## src/acs_pkg.sv

```systemverilog
package acs_pkg;

    // ========================================================
    // Register map (byte addresses, one 32-bit word each)
    // ========================================================
    localparam logic [7:0] ADDR_CTRL_A   = 8'h00;
    localparam logic [7:0] ADDR_CTRL_B   = 8'h04;
    localparam logic [7:0] ADDR_CTRL_C   = 8'h08;
    localparam logic [7:0] ADDR_RES_HIGH = 8'h0C;
    localparam logic [7:0] ADDR_RES_LOW  = 8'h10;
    localparam logic [7:0] ADDR_IRQ      = 8'h14;

    // ========================================================
    // Field positions
    // ========================================================
    localparam int CTRL_A_START_BIT = 7;
    localparam int CTRL_A_BUSY_BIT  = 6;
    localparam int CTRL_A_POWER_BIT = 5;
    localparam int CTRL_A_ALIGN_BIT = 4;
    localparam int CTRL_C_REFIN_BIT  = 5;
    localparam int CTRL_C_REFOUT_BIT = 4;
    localparam int IRQ_FLAG_BIT = 0;
    localparam int IRQ_EN_BIT   = 1;

    // ========================================================
    // Reset values and encodings
    // ========================================================
    localparam logic [2:0]  DIV_SEL_RESET  = 3'h0;
    localparam logic [3:0]  REF_SEL_RESET  = 4'h0;
    localparam logic [3:0]  REF_EXT_FIRST  = 4'h1;
    localparam logic [3:0]  REF_EXT_LAST   = 4'h4;
    localparam logic [3:0]  REF_BG_FIRST   = 4'hA;
    localparam logic [3:0]  REF_BG_LAST    = 4'hC;
    localparam logic [11:0] RESULT_RESET   = 12'h000;
    localparam logic [11:0] SAR_FIRST_TRY  = 12'h800;
    localparam logic [31:0] RDATA_RESET    = 32'h0000_0000;

    // ========================================================
    // Timing counts, in conversion clock ticks
    // ========================================================
    localparam logic [3:0] SAMPLE_TICKS = 4'd4;
    localparam logic [3:0] CONVERT_BITS = 4'd12;

    typedef enum logic [2:0] {
        ST_IDLE    = 3'b001,
        ST_SAMPLE  = 3'b010,
        ST_CONVERT = 3'b100
    } acs_state_t;

    typedef enum logic [1:0] {
        REF_SUPPLY  = 2'h0,
        REF_EXT_PIN = 2'h1,
        REF_BANDGAP = 2'h2
    } acs_ref_src_t;

    typedef struct packed {
        acs_ref_src_t src;
        logic [1:0]   gain_m1;
        logic         amp_bypass;
        logic         out_route;
        logic         in_pin;
    } acs_ref_t;

    typedef struct packed {
        logic        power_en;
        logic        sample;
        logic [11:0] dac_code;
    } acs_ana_t;

endpackage

```

## src/acs_clk_div.sv

```systemverilog
`timescale 1ns/1ps
`default_nettype none

// ============================================================
// Conversion clock divider: one tick every 2**div_sel cycles
// ============================================================
module acs_clk_div #(
    parameter int CNT_W = 7
) (
    input  wire logic             clk_i,
    input  wire logic             rst_n_i,
    input  wire logic             ce_i,
    input  wire logic             run_i,
    input  wire logic [2:0]       div_sel_i,
    output logic                  tick_o
);

    logic [CNT_W-1:0] cnt_reg;
    logic [CNT_W-1:0] cnt_next;
    logic [CNT_W-1:0] last_cnt;

    // Code 0 gives a tick every cycle, code 7 every 128th
    assign last_cnt = CNT_W'((9'd1 << div_sel_i) - 9'd1);
    assign tick_o   = run_i & (cnt_reg == last_cnt);
    // Stopped counter restarts at zero so every frame has the
    // same phase relative to the start pulse
    assign cnt_next = (!run_i || tick_o) ? '0 : CNT_W'(cnt_reg + 1'b1);

    always_ff @(posedge clk_i or negedge rst_n_i) begin
        if (!rst_n_i) begin
            cnt_reg <= '0;
        end else if (ce_i) begin
            cnt_reg <= cnt_next;
        end
    end

endmodule

`default_nettype wire

```

## src/acs_sequencer.sv

```systemverilog
// Local design decisions: the placing of the registers and register access over APB.
`timescale 1ns/1ps
`default_nettype none

// What this block does
// - Conversion starts only after start bit goes low, high, then low.
// - Busy flag sets once a conversion has been started.
// - Busy flag clears when the conversion completes.
// - Completion sets interrupt flag; interrupt raised only when enabled.
// - Conversion clock is system clock divided by 2**select, 1 to 128.
// - Each conversion opens with exactly 4 conversion clocks of sampling.
// - Then 12 conversion clocks of conversion, 16 in total.
// - Converter is powered only while power enable is high.
// - Four-bit select picks supply, external pin or bandgap reference.
// - Pin reference gets gain 1 to 4, bandgap 2 to 4; supply bypasses it.
// - Selected reference is routed to the reference output pin.
// - Codes 1-4 pin x1..x4, A-C bandgap x2..x4, others supply.
// - Result registers keep their contents while converter is off.
// - Alignment bit places result left or right across two bytes.
module acs_sequencer (
    input  wire logic              SYS_CLK_I,
    input  wire logic              RST_N_I,
    input  wire logic              CE_I,
    input  wire logic              PSEL_I,
    input  wire logic              PENABLE_I,
    input  wire logic              PWRITE_I,
    input  wire logic [7:0]        PADDR_I,
    input  wire logic [31:0]       PWDATA_I,
    output logic      [31:0]       PRDATA_O,
    output logic                   PREADY_O,
    output logic                   PSLVERR_O,
    input  wire logic              ADC_CMP_I,
    output acs_pkg::acs_ana_t      ANA_O,
    output acs_pkg::acs_ref_t      REF_O,
    output logic                   CONV_TICK_O,
    output logic                   IRQ_O
);

    // ========================================================
    // Declarations
    // ========================================================
    logic                 start_reg;
    logic                 busy_reg;
    logic                 power_reg;
    logic                 align_reg;
    logic [2:0]           div_sel_reg;
    logic [3:0]           ref_sel_reg;
    logic                 ref_in_reg;
    logic                 ref_out_reg;
    logic                 irq_flag_reg;
    logic                 irq_en_reg;
    logic [11:0]          result_reg;
    logic [11:0]          result_next;
    logic [31:0]          rdata_reg;
    logic [31:0]          rdata_next;
    acs_pkg::acs_state_t  state_reg;
    acs_pkg::acs_state_t  state_next;
    logic [3:0]           phase_cnt_reg;
    logic [3:0]           phase_cnt_next;
    logic [11:0]          sar_reg;
    logic [11:0]          sar_next;
    logic [3:0]           bit_idx_reg;
    logic [3:0]           bit_idx_next;
    logic                 cmp_meta_reg;
    logic                 cmp_sync_reg;

    logic                 setup_phase;
    logic                 access_phase;
    logic                 wr_en;
    logic                 hit_a;
    logic                 hit_b;
    logic                 hit_c;
    logic                 hit_rh;
    logic                 hit_rl;
    logic                 hit_irq;
    logic                 addr_hit;
    logic                 wr_a;
    logic                 wr_b;
    logic                 wr_c;
    logic                 wr_irq;
    logic                 start_fire;
    logic                 tick;
    logic                 running;
    logic                 sample_done;
    logic                 conv_done;
    logic                 abort;
    logic [11:0]          try_bit;
    logic [11:0]          lower_bit;
    logic [11:0]          decided;
    logic [7:0]           res_high;
    logic [7:0]           res_low;
    logic [7:0]           ctrl_a_rd;
    logic [7:0]           ctrl_b_rd;
    logic [7:0]           ctrl_c_rd;
    logic [7:0]           irq_rd;
    logic                 ref_is_ext;
    logic                 ref_is_bg;
    logic                 irq_set;
    logic                 irq_clr;

    // ========================================================
    // APB decode
    // ========================================================
    assign setup_phase  = PSEL_I & ~PENABLE_I;
    assign access_phase = PSEL_I & PENABLE_I;
    assign hit_a    = (PADDR_I == acs_pkg::ADDR_CTRL_A);
    assign hit_b    = (PADDR_I == acs_pkg::ADDR_CTRL_B);
    assign hit_c    = (PADDR_I == acs_pkg::ADDR_CTRL_C);
    assign hit_rh   = (PADDR_I == acs_pkg::ADDR_RES_HIGH);
    assign hit_rl   = (PADDR_I == acs_pkg::ADDR_RES_LOW);
    assign hit_irq  = (PADDR_I == acs_pkg::ADDR_IRQ);
    assign addr_hit = hit_a | hit_b | hit_c | hit_rh | hit_rl | hit_irq;
    assign wr_en    = access_phase & PWRITE_I;
    assign wr_a     = wr_en & hit_a;
    assign wr_b     = wr_en & hit_b;
    assign wr_c     = wr_en & hit_c;
    assign wr_irq   = wr_en & hit_irq;

    // Zero wait states; read data is captured in the setup cycle
    assign PREADY_O  = 1'b1;
    assign PSLVERR_O = access_phase & ~addr_hit;
    assign PRDATA_O  = rdata_reg;

    // ========================================================
    // Start pulse detection
    // ========================================================
    // A write that drops a start bit previously written high
    // completes the low-high-low pulse. Ignored while unpowered.
    assign start_fire = wr_a & start_reg
                      & ~PWDATA_I[acs_pkg::CTRL_A_START_BIT]
                      & power_reg;

    // ========================================================
    // Result formatting
    // ========================================================
    assign res_high = align_reg ? {4'h0, result_reg[11:8]}
                                : result_reg[11:4];
    assign res_low  = align_reg ? result_reg[7:0]
                                : {result_reg[3:0], 4'h0};

    // ========================================================
    // Readback
    // ========================================================
    assign ctrl_a_rd = {start_reg, busy_reg, power_reg, align_reg, 4'h0};
    assign ctrl_b_rd = {5'h00, div_sel_reg};
    assign ctrl_c_rd = {2'h0, ref_in_reg, ref_out_reg, ref_sel_reg};
    assign irq_rd    = {6'h00, irq_en_reg, irq_flag_reg};

    assign rdata_next = !(setup_phase & ~PWRITE_I) ? rdata_reg :
                        hit_a   ? {24'h00_0000, ctrl_a_rd} :
                        hit_b   ? {24'h00_0000, ctrl_b_rd} :
                        hit_c   ? {24'h00_0000, ctrl_c_rd} :
                        hit_rh  ? {24'h00_0000, res_high}  :
                        hit_rl  ? {24'h00_0000, res_low}   :
                        hit_irq ? {24'h00_0000, irq_rd}    :
                                  acs_pkg::RDATA_RESET;

    // ========================================================
    // Reference selection
    // ========================================================
    assign ref_is_ext = (ref_sel_reg >= acs_pkg::REF_EXT_FIRST)
                      & (ref_sel_reg <= acs_pkg::REF_EXT_LAST);
    assign ref_is_bg  = (ref_sel_reg >= acs_pkg::REF_BG_FIRST)
                      & (ref_sel_reg <= acs_pkg::REF_BG_LAST);

    // Reserved code 9 falls through to the supply like any other
    assign REF_O.src = ref_is_ext ? acs_pkg::REF_EXT_PIN :
                       ref_is_bg  ? acs_pkg::REF_BANDGAP :
                                    acs_pkg::REF_SUPPLY;
    // Low two code bits minus one give gain-1 for both ranges
    assign REF_O.gain_m1 = (ref_is_ext | ref_is_bg)
                         ? 2'(ref_sel_reg[1:0] - 2'd1) : 2'd0;
    assign REF_O.amp_bypass = ~(ref_is_ext | ref_is_bg);
    assign REF_O.out_route  = ref_out_reg;
    assign REF_O.in_pin     = ref_in_reg;

    // ========================================================
    // Conversion clock
    // ========================================================
    assign running = (state_reg != acs_pkg::ST_IDLE);

    acs_clk_div #(
        .CNT_W(7)
    ) u_clk_div (
        .clk_i     (SYS_CLK_I),
        .rst_n_i   (RST_N_I),
        .ce_i      (CE_I),
        .run_i     (running),
        .div_sel_i (div_sel_reg),
        .tick_o    (tick)
    );

    assign CONV_TICK_O = tick;

    // ========================================================
    // Sequencer
    // ========================================================
    // Dropping power or raising start again abandons the frame
    assign abort = ~power_reg | start_reg;

    assign sample_done = (state_reg == acs_pkg::ST_SAMPLE) & tick
                       & (phase_cnt_reg == 4'(acs_pkg::SAMPLE_TICKS
                                              - 4'd1));
    assign conv_done   = (state_reg == acs_pkg::ST_CONVERT) & tick
                       & (bit_idx_reg == 4'd0);

    // Successive approximation: keep the trial bit if the input
    // is at or above the trial code, then try the next bit down
    assign try_bit   = 12'(12'h001 << bit_idx_reg);
    assign lower_bit = (bit_idx_reg == 4'd0) ? 12'h000
                                             : 12'(try_bit >> 1);
    assign decided   = cmp_sync_reg ? sar_reg : (sar_reg & ~try_bit);

    always_comb begin
        state_next     = state_reg;
        phase_cnt_next = phase_cnt_reg;
        sar_next       = sar_reg;
        bit_idx_next   = bit_idx_reg;
        case (state_reg)
            acs_pkg::ST_IDLE: begin
                phase_cnt_next = 4'd0;
                if (start_fire) begin
                    state_next = acs_pkg::ST_SAMPLE;
                end
            end
            acs_pkg::ST_SAMPLE: begin
                if (abort) begin
                    state_next = acs_pkg::ST_IDLE;
                end else if (sample_done) begin
                    state_next   = acs_pkg::ST_CONVERT;
                    sar_next     = acs_pkg::SAR_FIRST_TRY;
                    bit_idx_next = 4'(acs_pkg::CONVERT_BITS - 4'd1);
                end else if (tick) begin
                    phase_cnt_next = 4'(phase_cnt_reg + 4'd1);
                end
            end
            acs_pkg::ST_CONVERT: begin
                if (abort) begin
                    state_next = acs_pkg::ST_IDLE;
                end else if (conv_done) begin
                    state_next = acs_pkg::ST_IDLE;
                    sar_next   = decided;
                end else if (tick) begin
                    sar_next     = decided | lower_bit;
                    bit_idx_next = 4'(bit_idx_reg - 4'd1);
                end
            end
            default: begin
                state_next = acs_pkg::ST_IDLE;
            end
        endcase
    end

    // Result only moves on a finished conversion, so it holds
    // while the converter is off
    assign result_next = (conv_done & ~abort) ? decided
                                              : result_reg;

    always_ff @(posedge SYS_CLK_I or negedge RST_N_I) begin
        if (!RST_N_I) begin
            state_reg     <= acs_pkg::ST_IDLE;
            phase_cnt_reg <= 4'd0;
            sar_reg       <= acs_pkg::RESULT_RESET;
            bit_idx_reg   <= 4'd0;
            result_reg    <= acs_pkg::RESULT_RESET;
        end else if (CE_I) begin
            state_reg     <= state_next;
            phase_cnt_reg <= phase_cnt_next;
            sar_reg       <= sar_next;
            bit_idx_reg   <= bit_idx_next;
            result_reg    <= result_next;
        end
    end

    // ========================================================
    // Busy and interrupt flags
    // ========================================================
    assign irq_set = conv_done & ~abort;
    assign irq_clr = wr_irq & PWDATA_I[acs_pkg::IRQ_FLAG_BIT];

    always_ff @(posedge SYS_CLK_I or negedge RST_N_I) begin
        if (!RST_N_I) begin
            busy_reg     <= 1'b0;
            irq_flag_reg <= 1'b0;
        end else if (CE_I) begin
            if (start_fire) begin
                busy_reg <= 1'b1;
            end else if (conv_done | (running & abort)) begin
                busy_reg <= 1'b0;
            end
            // A completion in the clearing cycle is kept
            if (irq_set) begin
                irq_flag_reg <= 1'b1;
            end else if (irq_clr) begin
                irq_flag_reg <= 1'b0;
            end
        end
    end

    assign IRQ_O = irq_flag_reg & irq_en_reg;

    // ========================================================
    // Control registers
    // ========================================================
    always_ff @(posedge SYS_CLK_I or negedge RST_N_I) begin
        if (!RST_N_I) begin
            start_reg   <= 1'b0;
            power_reg   <= 1'b0;
            align_reg   <= 1'b0;
            div_sel_reg <= acs_pkg::DIV_SEL_RESET;
            ref_sel_reg <= acs_pkg::REF_SEL_RESET;
            ref_in_reg  <= 1'b0;
            ref_out_reg <= 1'b0;
            irq_en_reg  <= 1'b0;
            rdata_reg   <= acs_pkg::RDATA_RESET;
        end else if (CE_I) begin
            rdata_reg <= rdata_next;
            if (wr_a) begin
                start_reg <= PWDATA_I[acs_pkg::CTRL_A_START_BIT];
                power_reg <= PWDATA_I[acs_pkg::CTRL_A_POWER_BIT];
                align_reg <= PWDATA_I[acs_pkg::CTRL_A_ALIGN_BIT];
            end
            if (wr_b) begin
                div_sel_reg <= PWDATA_I[2:0];
            end
            if (wr_c) begin
                ref_sel_reg <= PWDATA_I[3:0];
                ref_in_reg  <= PWDATA_I[acs_pkg::CTRL_C_REFIN_BIT];
                ref_out_reg <= PWDATA_I[acs_pkg::CTRL_C_REFOUT_BIT];
            end
            if (wr_irq) begin
                irq_en_reg <= PWDATA_I[acs_pkg::IRQ_EN_BIT];
            end
        end
    end

    // ========================================================
    // Comparator synchroniser and analog controls
    // ========================================================
    // The two-stage delay means each bit decision sees the
    // comparator two cycles late; divide codes below 2 give
    // less settling than that and degrade accuracy.
    always_ff @(posedge SYS_CLK_I or negedge RST_N_I) begin
        if (!RST_N_I) begin
            cmp_meta_reg <= 1'b0;
            cmp_sync_reg <= 1'b0;
        end else if (CE_I) begin
            cmp_meta_reg <= ADC_CMP_I;
            cmp_sync_reg <= cmp_meta_reg;
        end
    end

    assign ANA_O.power_en = power_reg;
    assign ANA_O.sample   = (state_reg == acs_pkg::ST_SAMPLE) & power_reg;
    assign ANA_O.dac_code = sar_reg;

endmodule

`default_nettype wire
```

## config.mk

```make
export PLATFORM = sky130hd
export DESIGN_NAME = acs_sequencer
export DESIGN_NICKNAME = d
export VERILOG_FILES = /design/src/acs_pkg.sv /design/src/acs_clk_div.sv /design/src/acs_sequencer.sv
export SDC_FILE = /design/constraint.sdc
export NUM_CORES = 1
export LEC_CHECK = 0
export BUFFER_PORTS_ARGS = -buffer_cell sky130_fd_sc_hd__buf_4
export CORE_ASPECT_RATIO = 1.5
export CORE_UTILIZATION = 58
export CTS_CLUSTER_SIZE = 25
export DETAILED_ROUTE_END_ITERATION = 6
export PLACE_DENSITY_LB_ADDON = 0.12
export SYNTH_ARGS = -nofsm -noshare
export SYNTH_HDL_FRONTEND = slang
export SYNTH_HIERARCHICAL = 1
export SYNTH_SLANG_ARGS = --single-unit
```

## constraint.sdc

```tcl
create_clock -name SYS_CLK_I -period 6.9 [get_ports SYS_CLK_I]
set_input_delay 0 -clock SYS_CLK_I [delete_from_list [all_inputs] [get_ports SYS_CLK_I]]
set_output_delay 0 -clock SYS_CLK_I [all_outputs]
set_load 0.05 [all_outputs]
```

Yosys cells after proc, flatten, opt, wreduce, memory -nomap -nowiden

Cells that the tools add are included.

Add/subtract/negate cells: 5
$mul: 0
Divide/modulo/power cells: 0
$lt $le $gt $ge: 4
Eq/ne operators: 22
Shift-type cells: 2
Muxes and demuxes: 40
Bitwise gates (word level): 42
Reduce and logical (&&, ||, !) cells: 20

Operators by type and width:

| kind                                             | count |
|---|---|
| 2-to-1 mux 12 bit                                | 6 |
| 2-to-1 mux 8 bit                                 | 7 |
| 2-to-1 mux 4 bit                                 | 8 |
| bitwise AND 1 bit                                | 24 |
| one-hot mux 12 bit (2 select lines)              | 1 |
| == test 8 x 4 -> 1 bit, second input constant    | 2 |
| == test 8 x 5 -> 1 bit, second input constant    | 2 |
| != test 2 bit, second input constant             | 8 |
| one-hot mux 4 bit (2 select lines)               | 2 |
| AND reduction 2 bit                              | 8 |
| 2-to-1 mux 3 bit                                 | 5 |
| bitwise AND 12 bit                               | 1 |
| inverter 12 bit                                  | 1 |
| OR 12 x 11 -> 12 bit                             | 1 |
| left shift 1 x 4 -> 12 bit, first input constant | 1 |
| 2-to-1 mux 11 bit                                | 1 |
| != test 3 bit, second input constant             | 3 |
| one-hot mux 3 bit (3 select lines)               | 1 |
| == test 8 x 3 -> 1 bit, second input constant    | 1 |
| zero test 8 bit                                  | 1 |
| 2-to-1 mux 2 bit                                 | 4 |
| OR 1 bit                                         | 8 |
| nonzero test 2 bit                               | 4 |
| adder 7 x 1 -> 7 bit, second input constant      | 1 |
| other kinds (25)                                 | 34 |

Flip-flop bits (word level): 91
Latch bits: 0
Memory bits (writable): 0
Memory bits (read-only): 0
Output and inout port bits: 57
Memories: 0

Depth between registers and ports, before layout

Depth after elaboration: 9
Gate-level depth with buffers: 11
Mapped depth without buffers: 8

By module

Netlist, hierarchy kept.

By module, submodules not included:

| module        | times used | cells each | area each (um2) | sequential area each (um2) |
|---|---|---|---|---|
| acs_sequencer | 1          | 410        | 3744.8          | 1502.7 |
| acs_clk_div   | 1          | 51         | 543.0           | 175.2 |

Worst setup path before layout

No wires, ideal clock.

Path type: reg-to-reg
Start: reg div_sel_reg[2]
End: reg sar_reg[3]
Setup time: 133 ps
Data arrival time: 2894 ps
Required time: 6767 ps
Path slack: 3873 ps
Stages on the path, launching flop included: 11
Buffers on the path: 2
Clock period less this slack: 3027 ps
Cell sequence: dfrtp_1 buf_6 a211oi_1 a41oi_1 nor4_4 and3_1 and4bb_1 a22oi_1 buf_6 o31ai_1 o21ai_0

Longest elaborated chain between the ends: 9

Ends and longest elaborated chain:

| element                             | line                 | RTL |
|---|---|---|
| start, declared                     | acs_sequencer.sv:46  | `logic [2:0] div_sel_reg;` |
| start signal, assigned              | acs_sequencer.sv:310 | `div_sel_reg <= acs_pkg::DIV_SEL_RESET;` |
| start signal, assigned              | acs_sequencer.sv:324 | `div_sel_reg <= PWDATA_I[2:0];` |
| left shift 1 x 3 -> 7 bit (*)       | acs_clk_div.sv:23    | `assign last_cnt = CNT_W'((9'd1 << div_sel_i) - 9'd1);` |
| subtractor 7 x 1 -> 7 bit (*)       | acs_clk_div.sv:23    |  |
| == test 7 bit (*)                   | acs_clk_div.sv:24    | `assign tick_o = run_i & (cnt_reg == last_cnt);` |
| bitwise AND 1 bit (*)               | acs_clk_div.sv:24    |  |
| named net CONV_TICK_O               | acs_sequencer.sv:35  | `output logic CONV_TICK_O,` |
| bitwise AND 1 bit                   | acs_sequencer.sv:204 | `assign conv_done = (state_reg == acs_pkg::ST_CONVERT) & tick` |
| bitwise AND 1 bit                   | acs_sequencer.sv:205 | `& (bit_idx_reg == 4'd0);` |
| 2-to-1 mux 12 bit                   | acs_sequencer.sv:240 | `end else if (conv_done) begin` |
| 2-to-1 mux 12 bit                   | acs_sequencer.sv:238 | `if (abort) begin` |
| one-hot mux 12 bit (2 select lines) | acs_sequencer.sv:219 | `case (state_reg)` |
| end signal, assigned                | acs_sequencer.sv:263 | `sar_reg <= acs_pkg::RESULT_RESET;` |
| end signal, assigned                | acs_sequencer.sv:269 | `sar_reg <= sar_next;` |
| end, declared                       | acs_sequencer.sv:60  | `logic [11:0] sar_reg;` |

Mark *: on every way through the listed nets, which the timed path passes. The rest lies on a longest branch. The select of a mux whose other input is x is not followed.
A chain may end at the register's enable or synchronous reset.

Worst setup path after layout

Start: reg div_sel_reg[0]
End: reg result_reg[1]

Longest elaborated chain between the ends: 8

Ends and longest elaborated chain:

| element                       | line                 | RTL |
|---|---|---|
| left shift 1 x 3 -> 7 bit     | acs_clk_div.sv:23    |  |
| subtractor 7 x 1 -> 7 bit     | acs_clk_div.sv:23    |  |
| == test 7 bit                 | acs_clk_div.sv:24    |  |
| bitwise AND 1 bit             | acs_clk_div.sv:24    |  |
| bitwise AND 1 bit             | acs_sequencer.sv:204 |  |
| bitwise AND 1 bit             | acs_sequencer.sv:205 |  |
| bitwise AND 1 bit             | acs_sequencer.sv:256 | `assign result_next = (conv_done & ~abort) ? decided` |
| AND reduction 2 bit (no line) | -                    |  |
| end signal, assigned          | acs_sequencer.sv:265 | `result_reg <= acs_pkg::RESULT_RESET;` |
| end signal, assigned          | acs_sequencer.sv:271 | `result_reg <= result_next;` |
| end, declared                 | acs_sequencer.sv:52  | `logic [11:0] result_reg;` |

No other way between the ends.

==> impl_results.md <==
* Pwr dens at 172.6 nW/um^2
* Clk slew on worst S/H paths at 0.07 ns
* Final hold slack at 0.03322 ns
* Worst r2r src: div_sel_reg[0]$_DFFE_PN0P_
* Top delay family on crit path: simple AND/OR/NAND/NOR gates
* Final wirelength at 9697 um
* Status: completed
* Synth Area in Adders at 0.02918
* Sw Pwr at 249.6 uW
* Share of cells above drive strength 1 at 0.2137
* Area grow syn2layout at 12.58%
* GRT Util Overall at 0.2683
* Die area at 7748 um^2
* Netlist Area Pre-Place at 4288 um^2
* Synth Area in Simple Gates at 0.2098
* Hold Startpoint: CE_I
* Die Wd at 72.21 um
* Largest family of logic cells by synthesized area: simple AND/OR/NAND/NOR gates
* Layout fillers at 603
* Maximum vdd drop at 0.1558 mV
* Initial antenna violation count at 0
* DR pass1 iterations at 4
* Final setup viols at 0
* Vias in the first global route at 3410
* Starting Density at 0.5972
* PnR Total Power at 833.0 uW
* Syn avg cell area at 9.301 um^2
* Sequential fraction of the synthesis area at 0.3913
* Cts bufs inserted at 9
* Total negative slack at 0 ns
* Critical path peak fanout at 25
* Worst-margin pin slew at 0.8976 ns
* Post-cts sizing count at 0
* Cell Int Power at 583.4 uW
* HPWL Detailed at 6957 um
* Largest net degree at the start of global routing at 68
* Period Utilization, post-route at 0.4795
* Post-route minimum period at 3.308 ns
* Buf/Inv on CP at 0
* Mapped Cells at 461
* Min-delay worst type: input pin to flop
* Worst Setup Start Kind: flop
* Req. time, crit path at 7.10 ns
* Post-Synth XOR/XNOR Area at 0.01430
* YS warnings at 6
* DP Cell Count at 585
* Largest cells by area after synthesis: dfrtp_1, buf_4, mux2_2
* Final Max Tran Viols at 0
* Distinct cells, synth at 71
* Seq pwr share at 0.488
* Diodes inserted at 0
* Flop2flop setup slack at 3.59 ns
* Max Freq at 302.3 MHz
* Clock Sinks at 67
* FP Rows at 38
* Wire per inst at 15.90 um
* # port buffers at 53
* Critical Path Slowest Stage Cell: or3_1
* Clock Path Buffers at 2
* Post-CTS Setup Inserts at 0
* First-pass GRT wire length at 15990 um
* Via count at 3506
* H-tree level count at 3
* Mux contribution to synthesized area at 0.06770
* Yosys reg bits at 67
* Worst Hold End: sar_reg[11]$_DFFE_PN0P_
* Main synth FF type: dfrtp_1
* Commonest non-fill, non-tap cell in the layout: dfrtp_1
* Clk_skew at 0.008237 ns
* Post-DR vias/cell at 5.748
* Post-synth EDFFs at 0
* Clock network fraction of total power at 0.362
* Switch share at 0.2997
* Most frequent cells in the layout: dfrtp_1, buf_4, nand2_1
* Root buffer cell: clkbuf_8
* RSZ-0062 raised after global routing: no
* Die Ht at 107.3 um
* Rel. slew slack at 0.4016
* Core area at 7179 um^2
* Async SR Flop Fraction at 1.000
* WS Path Type: flop to flop
* Max-cap viol count at 0
* Worst-skew pair later-pin latency at 0.36 ns
* Final Non-Filler Cells at 610
* Final Wtd Congestion at 0.8508
* Pleak at 0.002100 uW
* DRC Markers at 0
* Setup crit end kind: flop
* Combinational Power Share at 0.150
* Post-DRT Antenna Nets at 0
* DRT iter0 DRCs at 294
* Post-synth top area share at 0.3852
* Synth area leader: dfrtp_1
* R2r endpoint: result_reg[1]$_DFFE_PN0P_
* Compound-Gate Fraction of Synth Area at 0.1859
* Endpoints failing hold at 0
* Hold path cells at 3
* Global route overflow at 0
* I/O pins at 104
* Max incr delay on CP at 0.75 ns
* Crit path cell chain: xnor2_1, a41oi_1, nor4_4, and3_1, nand4bb_1, or3_1, nand2_1, o21ai_1
* CTS tree: yes
* R2R depth at 8
* Final nets at 562
* CP arrival at 3.51 ns
[tightest hold or removal path, stage by stage]
cell and delay, ns:
buf_4 0.18, nand4_1 0.12, nand2_1 0.06
[synth_stat cells, types with 3 or more instances]
cell      number
nand4_1        8
nor3b_1        5
o21ai_1        4
o31ai_1       14
nand2b_1       8
nand2_1       47
a21oi_1       21
buf_2          4
and4_1         3
nor2b_1        4
dfrtp_1       66
xnor2_1        4
nor3_1        10
and2_1         4
buf_4         29
o21ai_2        8
ha_1          10
xor2_1         3
o22ai_1        3
or3_1          4
a211oi_1       8
buf_6          6
clkbuf_1      14
mux2i_1       11
inv_1         18
a22oi_1        3
nor4bb_1       3
nand3_1       10
mux2_2        16
nor2_1        28
a31oi_1        5
nand3b_1       3
o21ai_0       25
[per-stage QoR]
stage | instance area (um^2) | setup WS [ns] | utilization
finish | 4827 | 3.592 | 0.6724
global route | 4827 | 3.339 | 0.6724
CTS | 4827 | 3.581 | 0.6724
detailed placement | 4557 | 3.615 | 0.6347
global placement | 4557 | 3.651 | 0.6347
floorplan | 4374 | 3.873 | -
[repair_timing]
item                                    in CTS  in global routing
hold buffers                                 9                  0
endpoints found under the setup margin       0                  0
hold endpoints to repair                    81                  0
[power groups by stage]
| stage | clock network, uW | logic (uW) | registers, uW |
|---|---|---|---|
| 2_1_floorplan | 0 | 74.5 | 434 |
| 4_1_cts | 310 | 125 | 406 |
| 5_1_grt | 326 | 134 | 407 |
| 3_3_place_gp | 0 | 120 | 413 |
| 6_report | 302 | 125 | 406 |
| 3_5_place_dp | 0 | 121 | 414 |
[per-layer routing]
layer | vias to the layer above | track usage | routed length (um) | part of all wire
met1 | 1666 | 0.3259 | 4028 | 0.42
li1 | 1701 | - | - | -
met3 | 23 | 0.04963 | 398 | 0.041
met2 | 116 | 0.4486 | 4973 | 0.51
met5 | - | 0 | 0 | 0
met4 | 0 | 0.1373 | 297 | 0.031
[worst max path at each step]
| stage | from | end | cells past startpoint |
|---|---|---|---|
| global route | div_sel_reg[2]$_DFFE_PN0P_ | result_reg[9]$_DFFE_PN0P_ | 8 |
| floorplan | div_sel_reg[2]$_DFFE_PN0P_ | sar_reg[3]$_DFFE_PN0P_ | 10 |
| detailed placement | div_sel_reg[0]$_DFFE_PN0P_ | result_reg[1]$_DFFE_PN0P_ | 8 |
| global placement | div_sel_reg[0]$_DFFE_PN0P_ | result_reg[5]$_DFFE_PN0P_ | 8 |
| CTS | div_sel_reg[0]$_DFFE_PN0P_ | result_reg[1]$_DFFE_PN0P_ | 8 |
| finish | div_sel_reg[0]$_DFFE_PN0P_ | result_reg[1]$_DFFE_PN0P_ | 8 |
[layout make-up]
class                   instances  area, um^2  share of cell area
well taps                     100       125.1             0.02592
clock buffers                  12       155.1             0.03214
repair buffers                 64       503.0              0.1042
flip-flops and latches         67        1678              0.3476
multi-input cells             345        2273              0.4710
inverters                      18       67.56             0.01400
clock inverters                 4       25.02            0.005184
[cells by family (layout without fill, tap and decap cells)]
family	Yosys count	count (layout)
buf+inv	72	98
mux	27	27
simple gates	159	159
compound gates	117	117
xor+xnor	7	7
fa+ha+maj	10	10
flops	67	67
other cells	2	25
Note: power is estimated with default switching activity, not from simulation.
